`config.mk`:
```
export PLATFORM = sky130hd
export DESIGN_NAME = usart_core
export DESIGN_NICKNAME = d
export VERILOG_FILES = /design/src/usart_pkg.sv /design/src/usart_clkgen.sv /design/src/usart_core.sv
export SDC_FILE = /design/constraint.sdc
export NUM_CORES = 1
export LEC_CHECK = 0
export BUFFER_PORTS_ARGS = -buffer_cell sky130_fd_sc_hd__buf_4
export CAP_MARGIN = 30
export CORE_UTILIZATION = 60
export CTS_CLUSTER_DIAMETER = 120
export CTS_CLUSTER_SIZE = 28
export DETAILED_ROUTE_END_ITERATION = 7
export PLACE_DENSITY = 0.8
export SYNTH_ARGS = -nofsm -noshare
export SYNTH_HDL_FRONTEND = slang
export SYNTH_SLANG_ARGS = --single-unit
export TNS_END_PERCENT = 5
```
`constraint.sdc`:
```
create_clock -name i_clk -period 6.1 [get_ports i_clk]
set_clock_uncertainty 0.05 [all_clocks]
set_input_delay 1.22 -clock i_clk [delete_from_list [all_inputs] [get_ports i_clk]]
set_output_delay 1.22 -clock i_clk [all_outputs]
set_load 0.01 [all_outputs]
```
`src/usart_pkg.sv`:
```
// Shared constants and types for the serial transceiver block
package usart_pkg;

  // ==========================================================
  // Register addresses
  localparam logic [2:0] ADDR_CTRL_A = 3'h0;
  localparam logic [2:0] ADDR_CTRL_B = 3'h1;
  localparam logic [2:0] ADDR_CTRL_C = 3'h2;
  localparam logic [2:0] ADDR_BAUD_LO = 3'h3;
  localparam logic [2:0] ADDR_BAUD_HI = 3'h4;
  localparam logic [2:0] ADDR_DATA = 3'h5;

  // ==========================================================
  // Field positions
  localparam int A_RX_AVAIL = 7;
  localparam int A_TX_DONE = 6;
  localparam int A_TX_EMPTY = 5;
  localparam int A_FRAME_ERR = 4;
  localparam int A_OVERRUN = 3;
  localparam int A_PARITY_ERR = 2;
  localparam int A_DOUBLE_SPEED = 1;
  localparam int B_XFER_DIR = 5;
  localparam int B_RX_EN = 4;
  localparam int B_TX_EN = 3;
  localparam int B_CHAR_SIZE2 = 2;
  localparam int B_RX_NINTH = 1;
  localparam int B_TX_NINTH = 0;
  localparam int C_SYNC_SEL = 6;
  localparam int C_PARITY_HI = 5;
  localparam int C_PARITY_LO = 4;
  localparam int C_STOP2 = 3;
  localparam int C_CHAR_HI = 2;
  localparam int C_CHAR_LO = 1;
  localparam int C_POLARITY = 0;
  localparam int BAUD_HI_MSB = 3;

  // ==========================================================
  // Encodings
  localparam logic [2:0] CS_5 = 3'h0;
  localparam logic [2:0] CS_6 = 3'h1;
  localparam logic [2:0] CS_7 = 3'h2;
  localparam logic [2:0] CS_8 = 3'h3;
  localparam logic [2:0] CS_9 = 3'h7;
  localparam logic [3:0] NBITS_5 = 4'h5;
  localparam logic [3:0] NBITS_6 = 4'h6;
  localparam logic [3:0] NBITS_7 = 4'h7;
  localparam logic [3:0] NBITS_8 = 4'h8;
  localparam logic [3:0] NBITS_9 = 4'h9;
  localparam int DATA_W = 9;
  localparam int ENTRY_W = 11;

  // ==========================================================
  // Timing and reset values
  localparam logic [3:0] OS_NORMAL_LAST = 4'hf;
  localparam logic [3:0] OS_DOUBLE_LAST = 4'h7;
  localparam logic [3:0] OS_NORMAL_MID = 4'h8;
  localparam logic [3:0] OS_DOUBLE_MID = 4'h4;
  localparam logic [11:0] BAUD_DIV_RESET = 12'h000;
  localparam logic [1:0] RX_DEPTH = 2'h2;

  typedef enum logic [2:0] {
    FR_IDLE = 3'b000,
    FR_START = 3'b001,
    FR_DATA = 3'b010,
    FR_PARITY = 3'b011,
    FR_STOP = 3'b100
  } frame_state_e;

endpackage

```
`src/usart_clkgen.sv`:
```
// Baud generator and transfer clock logic
`timescale 1ns/10ps
`default_nettype none
module usart_clkgen (
  // Clock and reset
  input wire logic i_clk,
  input wire logic i_sys_rst,
  // Configuration
  input wire logic [11:0] i_div,
  input wire logic i_div_lo_wr,
  input wire logic i_sync,
  input wire logic i_master,
  input wire logic i_pol,
  // Transfer clock pin
  input wire logic i_xck,
  output logic o_xck_out,
  output logic o_xck_oe,
  // Timing pulses
  output logic o_os_tick,
  output logic o_chg,
  output logic o_smp
);

  logic [11:0] cnt_q;
  logic xck_s1_q;
  logic xck_s2_q;
  logic xck_prev_q;
  logic rise;
  logic fall;

  // ==========================================================
  // Down-counter, one pulse at each zero without a low divisor write
  always_ff @(posedge i_clk or posedge i_sys_rst)
  begin
    if (i_sys_rst)
    begin
      cnt_q <= usart_pkg::BAUD_DIV_RESET;
      o_os_tick <= 1'b0;
    end
    else
    begin
      if (i_div_lo_wr || cnt_q == 12'h000)
        cnt_q <= i_div;
      else
        cnt_q <= cnt_q - 12'h001;
      o_os_tick <= (cnt_q == 12'h000) && !i_div_lo_wr;
    end
  end

  // ==========================================================
  // Master clock out, driven only in synchronous master mode
  always_ff @(posedge i_clk or posedge i_sys_rst)
  begin
    if (i_sys_rst)
    begin
      o_xck_out <= 1'b0;
      o_xck_oe <= 1'b0;
    end
    else
    begin
      o_xck_oe <= i_sync && i_master;
      if (i_sync && i_master && o_os_tick)
        o_xck_out <= !o_xck_out;
    end
  end

  // ==========================================================
  // Slave clock sync and edge detect
  always_ff @(posedge i_clk or posedge i_sys_rst)
  begin
    if (i_sys_rst)
    begin
      xck_s1_q <= 1'b0;
      xck_s2_q <= 1'b0;
      xck_prev_q <= 1'b0;
    end
    else
    begin
      xck_s1_q <= i_xck;
      xck_s2_q <= xck_s1_q;
      xck_prev_q <= xck_s2_q;
    end
  end

  assign rise = xck_s2_q && !xck_prev_q;
  assign fall = !xck_s2_q && xck_prev_q;

  // Change and sample edges by polarity
  always_ff @(posedge i_clk or posedge i_sys_rst)
  begin
    if (i_sys_rst)
    begin
      o_chg <= 1'b0;
      o_smp <= 1'b0;
    end
    else if (!i_sync)
    begin
      o_chg <= 1'b0;
      o_smp <= 1'b0;
    end
    else if (i_master)
    begin
      o_chg <= o_os_tick && (o_xck_out == i_pol);
      o_smp <= o_os_tick && (o_xck_out != i_pol);
    end
    else
    begin
      o_chg <= i_pol ? fall : rise;
      o_smp <= i_pol ? rise : fall;
    end
  end

endmodule
`default_nettype wire

```
`src/usart_core.sv`:
```
// Serial transceiver: registers, transmitter, receiver and frame format
`timescale 1ns/10ps
`default_nettype none
module usart_core (
  // Clock and reset
  input wire logic i_clk,
  input wire logic i_sys_rst,
  // Register port
  input wire logic [2:0] i_addr,
  input wire logic [7:0] i_wdata,
  input wire logic i_wr,
  input wire logic i_rd,
  output logic [7:0] o_rdata,
  // Serial data pins
  input wire logic i_serial_in_pin,
  output logic o_serial_out_pin,
  // Transfer clock pin
  input wire logic i_transfer_clock_pin_in,
  output logic o_transfer_clock_pin_out,
  output logic o_transfer_clock_pin_oe
);

  logic double_speed_bit_q;
  logic xfer_clock_direction_q;
  logic rx_en_q;
  logic tx_en_q;
  logic tx_ninth_bit_q;
  logic sync_select_q;
  logic [1:0] parity_mode_field_q;
  logic stop_bits_select_q;
  logic [2:0] char_size_field_q;
  logic sync_clock_polarity_q;
  logic [11:0] baud_divisor_q;
  logic div_lo_wr_q;
  logic wr_a, wr_b, wr_c, wr_lo, wr_hi, wr_data, rd_data;
  logic os_tick, chg, smp;
  logic [3:0] os_last, os_mid, n_bits;
  logic par_en, par_odd;

  // ==========================================================
  // Format helpers
  function automatic logic [3:0] data_bits(input logic [2:0] code);
    case (code)
      usart_pkg::CS_5: data_bits = usart_pkg::NBITS_5;
      usart_pkg::CS_6: data_bits = usart_pkg::NBITS_6;
      usart_pkg::CS_7: data_bits = usart_pkg::NBITS_7;
      usart_pkg::CS_9: data_bits = usart_pkg::NBITS_9;
      default: data_bits = usart_pkg::NBITS_8;
    endcase
  endfunction

  function automatic logic [8:0] data_mask(input logic [3:0] n);
    logic [8:0] m;
    m = '0;
    for (int i = 0; i < usart_pkg::DATA_W; i++)
      m[i] = (i < int'(n));
    return m;
  endfunction

  // ==========================================================
  // Address decode
  always_comb
  begin
    wr_a = 1'b0;
    wr_b = 1'b0;
    wr_c = 1'b0;
    wr_lo = 1'b0;
    wr_hi = 1'b0;
    wr_data = 1'b0;
    if (i_addr == usart_pkg::ADDR_CTRL_A)
      wr_a = i_wr;
    else if (i_addr == usart_pkg::ADDR_CTRL_B)
      wr_b = i_wr;
    else if (i_addr == usart_pkg::ADDR_CTRL_C)
      wr_c = i_wr;
    else if (i_addr == usart_pkg::ADDR_BAUD_LO)
      wr_lo = i_wr;
    else if (i_addr == usart_pkg::ADDR_BAUD_HI)
      wr_hi = i_wr;
    else if (i_addr == usart_pkg::ADDR_DATA)
      wr_data = i_wr;
  end
  assign rd_data = i_rd && (i_addr == usart_pkg::ADDR_DATA);

  // ==========================================================
  // Control registers
  always_ff @(posedge i_clk or posedge i_sys_rst)
  begin
    if (i_sys_rst)
    begin
      double_speed_bit_q <= 1'b0;
      xfer_clock_direction_q <= 1'b0;
      rx_en_q <= 1'b0;
      tx_en_q <= 1'b0;
      tx_ninth_bit_q <= 1'b0;
      sync_select_q <= 1'b0;
      parity_mode_field_q <= 2'h0;
      stop_bits_select_q <= 1'b0;
      char_size_field_q <= usart_pkg::CS_5;
      sync_clock_polarity_q <= 1'b0;
      baud_divisor_q <= usart_pkg::BAUD_DIV_RESET;
      div_lo_wr_q <= 1'b0;
    end
    else
    begin
      div_lo_wr_q <= wr_lo;
      if (wr_a)
        double_speed_bit_q <= i_wdata[usart_pkg::A_DOUBLE_SPEED];
      if (wr_b)
      begin
        xfer_clock_direction_q <= i_wdata[usart_pkg::B_XFER_DIR];
        rx_en_q <= i_wdata[usart_pkg::B_RX_EN];
        tx_en_q <= i_wdata[usart_pkg::B_TX_EN];
        char_size_field_q[2] <= i_wdata[usart_pkg::B_CHAR_SIZE2];
        tx_ninth_bit_q <= i_wdata[usart_pkg::B_TX_NINTH];
      end
      if (wr_c)
      begin
        sync_select_q <= i_wdata[usart_pkg::C_SYNC_SEL];
        parity_mode_field_q <= i_wdata[usart_pkg::C_PARITY_HI:usart_pkg::C_PARITY_LO];
        stop_bits_select_q <= i_wdata[usart_pkg::C_STOP2];
        char_size_field_q[1:0] <= i_wdata[usart_pkg::C_CHAR_HI:usart_pkg::C_CHAR_LO];
        sync_clock_polarity_q <= i_wdata[usart_pkg::C_POLARITY];
      end
      if (wr_lo)
        baud_divisor_q[7:0] <= i_wdata;
      if (wr_hi)
        baud_divisor_q[11:8] <= i_wdata[usart_pkg::BAUD_HI_MSB:0];
    end
  end

  // Mode decode, one shared format for both directions
  assign os_last = (double_speed_bit_q && !sync_select_q) ? usart_pkg::OS_DOUBLE_LAST
                                                          : usart_pkg::OS_NORMAL_LAST;
  assign os_mid = (double_speed_bit_q && !sync_select_q) ? usart_pkg::OS_DOUBLE_MID
                                                         : usart_pkg::OS_NORMAL_MID;
  assign n_bits = data_bits(char_size_field_q);
  assign par_en = parity_mode_field_q[1];
  assign par_odd = parity_mode_field_q[0];

  usart_clkgen u_clkgen (
    .i_clk(i_clk),
    .i_sys_rst(i_sys_rst),
    .i_div(baud_divisor_q),
    .i_div_lo_wr(div_lo_wr_q),
    .i_sync(sync_select_q),
    .i_master(xfer_clock_direction_q),
    .i_pol(sync_clock_polarity_q),
    .i_xck(i_transfer_clock_pin_in),
    .o_xck_out(o_transfer_clock_pin_out),
    .o_xck_oe(o_transfer_clock_pin_oe),
    .o_os_tick(os_tick),
    .o_chg(chg),
    .o_smp(smp)
  );

  // ==========================================================
  // Transmitter
  usart_pkg::frame_state_e tx_state_q;
  logic [3:0] tx_sub_q, tx_cnt_q;
  logic [8:0] tx_buf_q, tx_shift_q;
  logic tx_full_q, tx_par_q, tx_second_q, tx_done_q;
  logic tx_bit_end, tx_stop_done, tx_load, tx_finish;

  assign tx_bit_end = sync_select_q ? chg : (os_tick && tx_sub_q == os_last);
  assign tx_stop_done = !stop_bits_select_q || tx_second_q;
  assign tx_load = tx_en_q && tx_bit_end && tx_full_q &&
                   (tx_state_q == usart_pkg::FR_IDLE ||
                    (tx_state_q == usart_pkg::FR_STOP && tx_stop_done));
  assign tx_finish = tx_en_q && tx_bit_end && !tx_full_q &&
                     tx_state_q == usart_pkg::FR_STOP && tx_stop_done;

  always_ff @(posedge i_clk or posedge i_sys_rst)
  begin
    if (i_sys_rst)
      tx_sub_q <= 4'h0;
    else if (os_tick)
      tx_sub_q <= (tx_sub_q >= os_last) ? 4'h0 : tx_sub_q + 4'h1;
  end

  // Single write buffer, write wins over load
  always_ff @(posedge i_clk or posedge i_sys_rst)
  begin
    if (i_sys_rst)
    begin
      tx_buf_q <= '0;
      tx_full_q <= 1'b0;
    end
    else if (wr_data)
    begin
      tx_buf_q <= {tx_ninth_bit_q, i_wdata};
      tx_full_q <= 1'b1;
    end
    else if (tx_load)
      tx_full_q <= 1'b0;
  end

  // Done flag: set by hardware, cleared by writing one
  always_ff @(posedge i_clk or posedge i_sys_rst)
  begin
    if (i_sys_rst)
      tx_done_q <= 1'b0;
    else if (tx_finish)
      tx_done_q <= 1'b1;
    else if (wr_a && i_wdata[usart_pkg::A_TX_DONE])
      tx_done_q <= 1'b0;
  end

  always_ff @(posedge i_clk or posedge i_sys_rst)
  begin
    if (i_sys_rst)
    begin
      tx_state_q <= usart_pkg::FR_IDLE;
      tx_shift_q <= '0;
      tx_cnt_q <= 4'h0;
      tx_par_q <= 1'b0;
      tx_second_q <= 1'b0;
      o_serial_out_pin <= 1'b1;
    end
    else if (!tx_en_q)
    begin
      tx_state_q <= usart_pkg::FR_IDLE;
      o_serial_out_pin <= 1'b1;
    end
    else if (tx_load)
    begin
      tx_shift_q <= tx_buf_q;
      tx_par_q <= (^(tx_buf_q & data_mask(n_bits))) ^ par_odd;
      o_serial_out_pin <= 1'b0;
      tx_state_q <= usart_pkg::FR_START;
    end
    else if (tx_bit_end)
    begin
      case (tx_state_q)
        usart_pkg::FR_START:
        begin
          o_serial_out_pin <= tx_shift_q[0];
          tx_shift_q <= tx_shift_q >> 1;
          tx_cnt_q <= 4'h1;
          tx_state_q <= usart_pkg::FR_DATA;
        end
        usart_pkg::FR_DATA:
        begin
          tx_second_q <= 1'b0;
          if (tx_cnt_q == n_bits && par_en)
          begin
            o_serial_out_pin <= tx_par_q;
            tx_state_q <= usart_pkg::FR_PARITY;
          end
          else if (tx_cnt_q == n_bits)
          begin
            o_serial_out_pin <= 1'b1;
            tx_state_q <= usart_pkg::FR_STOP;
          end
          else
          begin
            o_serial_out_pin <= tx_shift_q[0];
            tx_shift_q <= tx_shift_q >> 1;
            tx_cnt_q <= tx_cnt_q + 4'h1;
          end
        end
        usart_pkg::FR_PARITY:
        begin
          o_serial_out_pin <= 1'b1;
          tx_state_q <= usart_pkg::FR_STOP;
        end
        usart_pkg::FR_STOP:
        begin
          if (!tx_stop_done)
            tx_second_q <= 1'b1;
          else
            tx_state_q <= usart_pkg::FR_IDLE;
          o_serial_out_pin <= 1'b1;
        end
        default:
          o_serial_out_pin <= 1'b1;
      endcase
    end
  end

  // ==========================================================
  // Receiver
  usart_pkg::frame_state_e rx_state_q;
  logic [3:0] rx_sub_q, rx_cnt_q;
  logic [8:0] rx_shift_q;
  logic rx_acc_q, rx_perr_q, rx_ovr_q;
  logic rx_sample, rx_start, rx_push, rx_accept, rx_pop;
  logic [usart_pkg::ENTRY_W-1:0] rx_mem_q [0:1];
  logic rx_wr_ptr_q, rx_rd_ptr_q;
  logic [1:0] rx_count_q;
  logic [usart_pkg::ENTRY_W-1:0] rx_head;

  assign rx_sample = sync_select_q ? smp :
                     (os_tick && rx_sub_q == os_mid && rx_state_q != usart_pkg::FR_IDLE);
  assign rx_start = !sync_select_q && os_tick && rx_state_q == usart_pkg::FR_IDLE &&
                    !i_serial_in_pin;
  assign rx_push = rx_en_q && rx_sample && rx_state_q == usart_pkg::FR_STOP;
  assign rx_pop = rd_data && rx_count_q != 2'h0;
  assign rx_accept = rx_push && (rx_count_q != usart_pkg::RX_DEPTH || rx_pop);
  assign rx_head = rx_mem_q[rx_rd_ptr_q];

  always_ff @(posedge i_clk or posedge i_sys_rst)
  begin
    if (i_sys_rst)
      rx_sub_q <= 4'h0;
    else if (os_tick && rx_state_q == usart_pkg::FR_IDLE)
      rx_sub_q <= 4'h1;
    else if (os_tick)
      rx_sub_q <= (rx_sub_q >= os_last) ? 4'h0 : rx_sub_q + 4'h1;
  end

  always_ff @(posedge i_clk or posedge i_sys_rst)
  begin
    if (i_sys_rst)
    begin
      rx_state_q <= usart_pkg::FR_IDLE;
      rx_cnt_q <= 4'h0;
      rx_shift_q <= '0;
      rx_acc_q <= 1'b0;
      rx_perr_q <= 1'b0;
    end
    else if (!rx_en_q)
      rx_state_q <= usart_pkg::FR_IDLE;
    else if (rx_start)
      rx_state_q <= usart_pkg::FR_START;
    else if (rx_sample)
    begin
      case (rx_state_q)
        usart_pkg::FR_IDLE, usart_pkg::FR_START:
        begin
          // Async false start returns to idle
          if (!i_serial_in_pin)
            rx_state_q <= usart_pkg::FR_DATA;
          else
            rx_state_q <= usart_pkg::FR_IDLE;
          rx_cnt_q <= 4'h0;
          rx_shift_q <= '0;
          rx_acc_q <= 1'b0;
          rx_perr_q <= 1'b0;
        end
        usart_pkg::FR_DATA:
        begin
          rx_shift_q[rx_cnt_q] <= i_serial_in_pin;
          rx_acc_q <= rx_acc_q ^ i_serial_in_pin;
          rx_cnt_q <= rx_cnt_q + 4'h1;
          if (rx_cnt_q == n_bits - 4'h1)
            rx_state_q <= par_en ? usart_pkg::FR_PARITY : usart_pkg::FR_STOP;
        end
        usart_pkg::FR_PARITY:
        begin
          rx_perr_q <= rx_acc_q ^ i_serial_in_pin ^ par_odd;
          rx_state_q <= usart_pkg::FR_STOP;
        end
        default:
          rx_state_q <= usart_pkg::FR_IDLE;
      endcase
    end
  end

  // Two-level receive buffer, framing error from first stop only
  always_ff @(posedge i_clk or posedge i_sys_rst)
  begin
    if (i_sys_rst)
    begin
      rx_mem_q[0] <= '0;
      rx_mem_q[1] <= '0;
      rx_wr_ptr_q <= 1'b0;
      rx_rd_ptr_q <= 1'b0;
      rx_count_q <= 2'h0;
    end
    else
    begin
      if (rx_accept)
      begin
        rx_mem_q[rx_wr_ptr_q] <= {rx_perr_q, !i_serial_in_pin, rx_shift_q};
        rx_wr_ptr_q <= !rx_wr_ptr_q;
      end
      if (rx_pop)
        rx_rd_ptr_q <= !rx_rd_ptr_q;
      if (rx_accept && !rx_pop)
        rx_count_q <= rx_count_q + 2'h1;
      else if (rx_pop && !rx_accept)
        rx_count_q <= rx_count_q - 2'h1;
    end
  end

  // Overrun: set wins over clear by data read
  always_ff @(posedge i_clk or posedge i_sys_rst)
  begin
    if (i_sys_rst)
      rx_ovr_q <= 1'b0;
    else if (rx_push && !rx_accept)
      rx_ovr_q <= 1'b1;
    else if (rx_pop)
      rx_ovr_q <= 1'b0;
  end

  // ==========================================================
  // Read data, valid the cycle after the strobe only
  logic [7:0] rdata_d;
  always_comb
  begin
    rdata_d = 8'h00;
    if (i_addr == usart_pkg::ADDR_CTRL_A)
    begin
      rdata_d[usart_pkg::A_RX_AVAIL] = rx_count_q != 2'h0;
      rdata_d[usart_pkg::A_TX_DONE] = tx_done_q;
      rdata_d[usart_pkg::A_TX_EMPTY] = !tx_full_q;
      rdata_d[usart_pkg::A_FRAME_ERR] = rx_count_q != 2'h0 && rx_head[usart_pkg::DATA_W];
      rdata_d[usart_pkg::A_OVERRUN] = rx_ovr_q;
      rdata_d[usart_pkg::A_PARITY_ERR] = rx_count_q != 2'h0 && rx_head[usart_pkg::DATA_W+1];
      rdata_d[usart_pkg::A_DOUBLE_SPEED] = double_speed_bit_q;
    end
    else if (i_addr == usart_pkg::ADDR_CTRL_B)
    begin
      rdata_d[usart_pkg::B_XFER_DIR] = xfer_clock_direction_q;
      rdata_d[usart_pkg::B_RX_EN] = rx_en_q;
      rdata_d[usart_pkg::B_TX_EN] = tx_en_q;
      rdata_d[usart_pkg::B_CHAR_SIZE2] = char_size_field_q[2];
      rdata_d[usart_pkg::B_RX_NINTH] = rx_head[8];
      rdata_d[usart_pkg::B_TX_NINTH] = tx_ninth_bit_q;
    end
    else if (i_addr == usart_pkg::ADDR_CTRL_C)
    begin
      rdata_d[usart_pkg::C_SYNC_SEL] = sync_select_q;
      rdata_d[usart_pkg::C_PARITY_HI:usart_pkg::C_PARITY_LO] = parity_mode_field_q;
      rdata_d[usart_pkg::C_STOP2] = stop_bits_select_q;
      rdata_d[usart_pkg::C_CHAR_HI:usart_pkg::C_CHAR_LO] = char_size_field_q[1:0];
      rdata_d[usart_pkg::C_POLARITY] = sync_clock_polarity_q;
    end
    else if (i_addr == usart_pkg::ADDR_BAUD_LO)
      rdata_d = baud_divisor_q[7:0];
    else if (i_addr == usart_pkg::ADDR_BAUD_HI)
      rdata_d = {4'h0, baud_divisor_q[11:8]};
    else if (i_addr == usart_pkg::ADDR_DATA)
      rdata_d = rx_head[7:0];
  end

  always_ff @(posedge i_clk or posedge i_sys_rst)
  begin
    if (i_sys_rst)
      o_rdata <= 8'h00;
    else
      o_rdata <= i_rd ? rdata_d : 8'h00;
  end

endmodule
`default_nettype wire

```
Yosys cells after proc, flatten, opt, wreduce, memory -nomap -nowiden
Cells that the tools add are included.
- bits in latches: 0
- memory bits (read-only): 0
- memories: 0
- output and inout port bits: 11
- input bits: 17
- word-level logic and storage cells: 290
- bits in registers: 137
- bits in writable memories: 0
- reductions and logical operators: 80
- bitwise operators: 8
- multipliers: 0
- add/sub/neg operators: 8
- mux-type cells: 98
- divide/modulo/power cells: 0
- shift-type cells: 0
- $lt $le $gt $ge: 16
- eq/ne operators: 34
- operator list (kind ; number):
    two-way mux 1 bit ; 44
    two-way mux 11 bit ; 4
    logical AND 1 bit ; 36
    two-way mux 9 bit ; 4
    one-hot mux 9 bit (2 select lines) ; 2
    two-way mux 3 bit ; 11
    two-way mux 4 bit ; 8
    two-way mux 8 bit ; 4
    bitwise mux 22 bit ; 1
    nonzero test 2 bit ; 11
    equality test 3 x 2 -> 1 bit, second input constant ; 7
    adder 4 x 1 -> 4 bit, second input constant ; 4
    equality test 4 bit ; 4
    < comparator 3 x 4 -> 1 bit, first input constant ; 4
    one-hot mux 4 bit (2 select lines) ; 2
    one-hot mux 4 bit (4 select lines) ; 1
    equality test 3 bit, second input constant ; 5
    two-way mux 7 bit ; 2
    equality test 3 x 1 -> 1 bit, second input constant ; 4
    zero test 1 bit ; 12
    zero test 12 bit ; 1
    zero test 3 bit ; 4
    two-way mux 12 bit ; 1
    one-hot mux 3 bit (4 select lines) ; 1
    39 further kinds ; 67

Logic depth before layout (Yosys ltp)
Gate-level depths: netlist (run 1).
- depth in word-level cells: 14
- gate-level depth with buffers: 11
- gate-level depth less buffers: 10

By module
Synthesis (run 1) repeated with hierarchy kept, for this count alone.
- cells, all modules: 682
- area, all modules: 7111.8 um^2
- modules (own cells, without submodules) (module ; sequential area each (um^2) ; cells each ; instances ; area an instance (um^2)):
    usart_core ; 2929.1 ; 591 ; 1 ; 6134.6
    usart_clkgen ; 500.5 ; 91 ; 1 ; 977.2

Worst setup path after synthesis (run 1)
Ideal clock, no wire load.
- kind: input -> register
- from: input port i_addr[0]
- to: register rx_mem_q[0] (netlist name)
- required time: 5.925 ns
- setup time: 0.125 ns
- stages on the path: 8
- arrival: 2.826 ns
- setup slack: 3.099 ns
- path through: clkbuf_1 > and3b_1 > a211o_1 > and3_1 > buf_2 > nand2_1 > buf_2 > mux2_2
- word-level cells in the longest chain between the ends: 5
- RTL lines (item ; line ; RTL):
    start: declaration ; usart_core.sv:9 ; input wire logic [2:0] i_addr,
    equality test 3 bit ; usart_core.sv:83 ; assign rd_data = i_rd && (i_addr == usart_pkg::ADDR_DATA);
    logical AND 1 bit ; usart_core.sv:83 ;
    logical AND 1 bit ; usart_core.sv:298 ; assign rx_pop = rd_data && rx_count_q != 2'h0;
    logical OR 1 bit ; usart_core.sv:299 ; assign rx_accept = rx_push && (rx_count_q != usart_pkg::RX_DEPTH || rx_pop);
    logical AND 1 bit ; usart_core.sv:299 ;
    end signal: indexed assignment ; usart_core.sv:375 ; rx_mem_q[rx_wr_ptr_q] <= {rx_perr_q, !i_serial_in_pin, rx_shift_q};
    end: declaration ; usart_core.sv:288 ; logic [usart_pkg::ENTRY_W-1:0] rx_mem_q [0:1];
Every way passes these cells.
A chain may end at the register's enable or synchronous reset.

Worst setup path in the final report (run 1)
- from: register sync_select_q
- to: register tx_cnt_q[3]
- word-level cells in the longest chain between the ends: 11
- RTL lines (item ; line ; RTL):
    start: declaration ; usart_core.sv:28 ; logic sync_select_q;
    start signal: assignment ; usart_core.sv:119 ; sync_select_q <= i_wdata[usart_pkg::C_SYNC_SEL];
    zero test 1 bit ; -- ;
    logical AND 1 bit ; usart_core.sv:133 ; assign os_last = (double_speed_bit_q && !sync_select_q) ? usart_pkg::OS_DOUBLE_LAST
    two-way mux 4 bit ; usart_core.sv:133 ;
    equality test 4 bit ; usart_core.sv:165 ; assign tx_bit_end = sync_select_q ? chg : (os_tick && tx_sub_q == os_last);
    logical AND 1 bit ; usart_core.sv:165 ;
    two-way mux 1 bit * ; usart_core.sv:165 ;
    logical AND 1 bit (3 in a row) ; usart_core.sv:167 ; assign tx_load = tx_en_q && tx_bit_end && tx_full_q &&
    inverter 1 bit (no source line) ; -- ;
    AND reduction 6 bit (no source line) * ; -- ;
    end signal: assignment ; usart_core.sv:259 ; tx_cnt_q <= tx_cnt_q + 4'h1;
    end: declaration ; usart_core.sv:160 ; logic [3:0] tx_sub_q, tx_cnt_q;
Mark *: on every way between the ends. The rest lies on a longest branch, timed or not.

==> impl_metrics.env, run 1 <==
export IMPL_nNetsFinal=728
export IMPL_die_area_um2=12100
export IMPL_drc=0
export IMPL_drv_cap=0
export IMPL_finalCritPeriodShare_pct=50.7
export IMPL_hold_path_class="flop to flop"
export IMPL_synthTopCellsByArea="dfrtp_1, mux2_2, nand2_1"
export IMPL_yosysWarnings=0
export IMPL_min_path_cells=0
export IMPL_tightestPinTransition_ps=689
export IMPL_finalCriticalPeriod_ps=3090
export IMPL_cts_tree="done"
export IMPL_clock_sinks=137
export IMPL_core_area_um2=11400
export IMPL_fp_dieH_um=110
export IMPL_ys_flop_type="dfrtp_1"
export IMPL_track_usage_pct=29.0
export IMPL_finalSetupViolations=0
export IMPL_tns_ps=0
export IMPL_postRouteAntennaNets=0
export IMPL_synth_edf_count=0
export IMPL_required_ps=6390
export IMPL_gr_total_overflow=0
export IMPL_relSlewSlack_pct=53.9
export IMPL_die_w_um=110
export IMPL_clk_root_buffer_cell="clkbuf_16"
export IMPL_yosysMostFrequentCell="dfrtp_1"
export IMPL_worst_path_max_fanout=10
export IMPL_seq_area_frac_synth_pct=48.9
export IMPL_insertion_delay_ps=420
export IMPL_yosysTopAreaCell="dfrtp_1"
export IMPL_vias_per_cell=6.14
export IMPL_rows=39
export IMPL_syn_num_nets=715
export IMPL_fillers=853
export IMPL_cts_hold_buf=0
export IMPL_post_route_util_pct=68.8
export IMPL_status="complete, no violations"
export IMPL_worstReg2RegStart="sync_select_q"
export IMPL_fin_total_pwr_w=0.00276
export IMPL_antenna_found_initial=0
export IMPL_max_clock_path_buffers=2
export IMPL_yosys_area_top_type_share_pct=48.6
export IMPL_r2r_setup_slack_ps=3010
export IMPL_grt_max_degree=48
export IMPL_peakVddDrop_mv=0.310
export IMPL_drt_iter0_drc=399
export IMPL_cts_resized=0
export IMPL_p_per_area_nw_per_um2=351
export IMPL_syn_instance_count=682
export IMPL_min_from="u_clkgen.xck_s1_q"
export IMPL_arrival_ps=3390
export IMPL_p_leak_nw=3.53
export IMPL_grt_pass1_vias=5113
export IMPL_layout_drive_gt1_share_pct=16.9
export IMPL_rsz0062_at_grt="false"
export IMPL_post_dp_hpwl_um=11100
export IMPL_syn_area_per_cell_um2=10.3
export IMPL_wl_per_cell_um=18.6
export IMPL_routed_wirelength_um=15800
export IMPL_ys_types=73
export IMPL_synth_common_cells="dfrtp_1, nand2_1, mux2_2"
export IMPL_portBuffers=27
export IMPL_first_pass_iters=5
export IMPL_ys_async_sr_fraction_pct=100
export IMPL_top_level_ports=28
export IMPL_maxSlewViolCount=0
export IMPL_fmax_mhz=323
export IMPL_clk_pin_slew_ps=60
export IMPL_cts_inserted_buffers=17
export IMPL_hold_violations=0
export IMPL_r2r_cells=8
export IMPL_stdcell_count=851
export IMPL_gp_congestion=0.889
export IMPL_hold_end="u_clkgen.xck_s2_q"
export IMPL_initial_core_util_pct=61.4
export IMPL_critPathLaunchType="flop"
export IMPL_crit_type="flop to flop"
export IMPL_worstSetupEndpointType="flop"
export IMPL_antennaDiodeCount=0
export IMPL_ys_seq_elements=137
export IMPL_synth_cell_area_um2=7010
export IMPL_syn_to_final_growth_pct=12.1
export IMPL_cts_setup_buffers=0
export IMPL_dp_cells=819
export IMPL_rr_endpoint="tx_cnt_q[3]"
export IMPL_grt_pass1_wl_um=25900
export IMPL_num_vias=5227
export IMPL_cts_htree_levels=4
-- cells by family (layout without fill, tap and decap cells) --
logic type	count (synthesis)	count (layout)	share of synthesized area, %
AOI/OAI and AO/OA	151	151	14.7
adders and majority gates	16	16	2.86
and+or+nand+nor	215	215	15.1
buffers and inverters	62	88	3.55
muxes	68	68	10.7
DFF	137	137	48.9
xor gates and xnor gates	33	33	4.13
-- flip-flops by register name, indices dropped and copies added (netlist names), 2 cells and up --
name	cells
tx_shift_q	9
tx_sub_q	4
rx_count_q	2
o_rdata	8
baud_divisor_q	12
u_clkgen.cnt_q	12
tx_state_q	3
rx_shift_q	9
tx_cnt_q	4
char_size_field_q	3
tx_buf_q	9
rx_cnt_q	4
rx_mem_q	22
parity_mode_field_q	2
rx_sub_q	4
rx_state_q	3
-- worst max-delay path by stage --
stage | from | endpoint
3_5_place_dp | i_addr[0] | rx_mem_q[12]
5_1_grt | sync_select_q | tx_cnt_q[3]
2_1_floorplan | i_sys_rst | baud_divisor_q[0]
3_3_place_gp | i_addr[0] | rx_mem_q[19]
4_1_cts | sync_select_q | tx_cnt_q[3]
6_report | sync_select_q | tx_cnt_q[3]
-- where the power goes --
group | leakage (nW) | total [W] | internal (W) | switching, W
Clock | 0.266 | 0.000985 | 0.000585 | 0.000400
Combinational | 1.51 | 0.000512 | 0.000261 | 0.000251
Sequential | 1.75 | 0.00126 | 0.00107 | 0.000189
Total | 3.53 | 0.00276 | 0.00192 | 0.000841
-- metal layers --
layer / vias up / share of wire, % / GRT usage [%]
met5: - / 0 / 0
met4: 0 / 2.1 / 10.2
met3: 30 / 6.2 / 7.05
met2: 175 / 48 / 46.6
met1: 2553 / 43 / 38.2
li1: 2469 / - / -
-- metrics by stage --
step	area (um2)	setup WS (ps)	hold slack (ps)
floorplan	7010	1160	281
global placement	7250	3010	298
detailed placement	7280	2930	293
CTS	7860	3080	312
global route	7860	2820	322
finish	7860	3010	309
-- layout make-up --
cell class | count | area [um2] | area share (%)
inverter | 26 | 100 | 1.27
timing repair buffer | 30 | 245 | 3.12
clock inverter | 12 | 116 | 1.48
multi-input combinational | 483 | 3330 | 42.4
tap | 143 | 179 | 2.28
clock buffer | 20 | 457 | 5.81
sequential | 137 | 3430 | 43.7
-- layout by cell type, fill, tap and decap left out, drive strengths merged, types with 3 or more instances in the layout --
cell type  synthesis  layout
nor3              16      16
a31oi              7       7
o32ai              3       3
clkbuf            21      20
nand3b             3       3
clkinv             1       4
a21boi             5       5
xor2              15      15
o22ai             18      18
and2               7       7
buf               15      30
nor2b              7       7
clkinvlp           0       5
nor2              45      45
o211ai             6       6
a2bb2oi            8       8
dfrtp            136     136
xnor2             18      18
a21oi             24      24
mux2i             21      21
nor3b              3       3
nand4              4       4
o21ai             36      36
and3               4       4
o31ai             13      13
inv               25      28
o21a               4       4
nand2b            11      11
nand3             16      16
nand4b             3       3
ha                16      16
mux2              46      46
or3                6       6
nand2             76      76
-- worst max-delay path, stage by stage, from the launching register on --
cell and delay (ps):
dfrtp_1 510, nor2b_1 140, ha_1 320, nand3_1 140, o21ai_0 530, nand3_1 360, or3_1 440, or4_1 410
o211ai_1 100
No activity file was read; power rests on OpenSTA's default activity.
==> run 2: changes to the inputs <==
- CORE_UTILIZATION: 60 -> 56
- PLACE_DENSITY: 0.8 -> 0.78
- clock period: 6.1 -> 2.7 ns (I/O delays scaled with it)
==> run 2 against run 1 <==
- critical path depth did not move
- register-to-register slack got worse by 2800 ps
- highest routed layer unchanged
- cell count rose by 5.4%
- critical endpoint is now rx_mem_q[16]
- combinational power rose by 150%
- final area rose by 3.1%
- clock power rose by 140%
- utilization fell by 1.9 points
- non-clock buffer count rose by 22
- first-iteration DRC count rose by 28%
- count of clock-buffer cells in the layout fell by 1
- critical path type unchanged
- via count rose by 3.3%
==> impl_metrics.env, run 2 (synthesis results as in run 1) <==
export IMPL_grt_pass1_wl_um=27700
export IMPL_antennaDiodeCount=0
export IMPL_tightestPinTransition_ps=712
export IMPL_top_level_ports=28
export IMPL_cp_slowest_cell="dfrtp_1"
export IMPL_clk_pin_slew_ps=60
export IMPL_critPathLaunchType="flop"
export IMPL_cts_htree_levels=4
export IMPL_syn_to_final_growth_pct=15.6
export IMPL_required_ps=2950
export IMPL_pwr_share_comb_pct=19.4
export IMPL_worstSetupEndpointType="flop"
export IMPL_reg_top3="rx_mem_q (22), baud_divisor_q (12), u_clkgen.cnt_q (12)"
export IMPL_rsz0062_at_grt="false"
export IMPL_initial_core_util_pct=57.9
export IMPL_clkPwrFrac_pct=36.7
export IMPL_p_int_w=0.00454
export IMPL_p_leak_nw=3.66
export IMPL_vias_per_cell=6.02
export IMPL_track_usage_pct=27.9
export IMPL_arrival_ps=2740
export IMPL_die_area_um2=13000
export IMPL_cts_setup_buffers=0
export IMPL_insertion_delay_ps=420
export IMPL_layout_common_cells="dfrtp_1, nand2_1, buf_4"
export IMPL_gr_total_overflow=0
export IMPL_grt_max_degree=53
export IMPL_cts_tree="done"
export IMPL_worstReg2RegStart="double_speed_bit_q"
export IMPL_portBuffers=27
export IMPL_worst_path_max_fanout=12
export IMPL_layout_setup_ws_ps=209
export IMPL_crit_type="flop to flop"
export IMPL_layout_drive_gt1_share_pct=19.9
export IMPL_drt_iter0_drc=511
export IMPL_cp_cell_sequence="nor2b_1 -> ha_1 -> nand2_1 -> o41ai_2 -> and3_1 -> and2b_1 -> buf_4 -> mux2_2"
export IMPL_maxSlewViolCount=0
export IMPL_gp_congestion=0.907
export IMPL_dpl_cell_area_um2=7480
export IMPL_grt_pass1_vias=5369
export IMPL_switchingPower_w=0.00192
export IMPL_stdcell_count=897
export IMPL_netSwitchingFraction_pct=29.7
export IMPL_cts_inserted_buffers=17
export IMPL_peakVddDrop_mv=0.470
export IMPL_finalSetupViolations=0
export IMPL_drv_cap=0
export IMPL_num_vias=5401
export IMPL_wl_per_cell_um=18.7
export IMPL_hold_path_class="input port to asynchronous set/reset pin"
export IMPL_relSlewSlack_pct=52.2
export IMPL_fmax_mhz=401
export IMPL_status="complete, no violations"
export IMPL_finalCritPeriodShare_pct=92.2
export IMPL_p_per_area_nw_per_um2=797
export IMPL_routed_wirelength_um=16800
export IMPL_cpPeakStageDelay_ps=410
export IMPL_fin_total_pwr_w=0.00646
export IMPL_top_register="rx_mem_q"
export IMPL_postRouteAntennaNets=0
export IMPL_final_cell_area_um2=8100
export IMPL_r2r_setup_slack_ps=210
export IMPL_post_dp_hpwl_um=11600
export IMPL_first_pass_iters=5
export IMPL_r2r_cells=8
export IMPL_rows=40
export IMPL_drc=0
export IMPL_max_clock_path_buffers=2
export IMPL_p_seq_share_pct=43.9
export IMPL_pre_cts_ws_ps=189
export IMPL_hold_violations=0
export IMPL_fp_dieH_um=114
export IMPL_tns_ps=0
export IMPL_die_w_um=114
export IMPL_finalCriticalPeriod_ps=2490
export IMPL_final_common_cell="dfrtp_1"
export IMPL_rr_endpoint="rx_mem_q[16]"
export IMPL_dp_cells=866
export IMPL_nNetsFinal=750
export IMPL_core_area_um2=12100
export IMPL_clk_root_buffer_cell="clkbuf_16"
export IMPL_clock_sinks=137
export IMPL_largest_reg_flops=22
export IMPL_antenna_found_initial=0
[run 2: routing by layer]
metal / share of wire [%] / vias up / wire [um] / global-route usage [%]
met5: 0 / - / 0 / 0
li1: - / 2523 / - / -
met2: 48 / 186 / 8080 / 45.9
met3: 4.8 / 47 / 800 / 4.78
met4: 2.9 / 0 / 492 / 11.3
met1: 44 / 2645 / 7420 / 36.8
[run 2: layout make-up]
class / instances / area (um2)
Fill cell: 919 / 4010
Sequential cell: 137 / 3430
Timing Repair Buffer: 52 / 415
Clock buffer: 19 / 453
Inverter: 26 / 101
Multi-Input combinational cell: 483 / 3340
Tap cell: 168 / 210
Clock inverter: 12 / 150
[run 2: stage by stage]
step	utilization, %	hold WS, ps
after global placement	61.8	294
after detailed placement	61.8	293
after CTS	66.8	109
final	66.9	104
after global routing	66.9	133
after floorplan	-	281
[run 2: how the worst max path moves through the flow]
stage	from	end	cells after the start
3_5_place_dp	char_size_field_q[1]	rx_state_q[2]	10
4_1_cts	double_speed_bit_q	rx_mem_q[4]	7
6_report	double_speed_bit_q	rx_mem_q[16]	8
2_1_floorplan	sync_select_q	tx_cnt_q[3]	9
3_3_place_gp	char_size_field_q[1]	rx_state_q[2]	10
5_1_grt	double_speed_bit_q	rx_shift_q[8]	8
[run 2: power groups by stage]
stage	sequential [W]	clock, W	combinational (W)
4_1_cts	0.00282	0.00239	0.00125
6_report	0.00283	0.00237	0.00126
3_3_place_gp	0.00283	0	0.00116
3_5_place_dp	0.00285	0	0.00121
2_1_floorplan	0.00268	0	0.000992
5_1_grt	0.00288	0.00247	0.00138
[run 2: critical path, delay by kind of cell (launching register included)]
family / cells / cell delay (ps)
AND/OR/NAND/NOR: 4 / 730
AO/OA/AOI/OAI: 1 / 330
multiplexers: 1 / 360
flip-flops: 1 / 410
buffers and inverters: 1 / 200
adder cells (fa/ha/maj): 1 / 290
[run 2: repair_timing]
item,CTS,global route
setup endpoints to repair,0,3
hold buffers,0,0
resized for setup,0,3
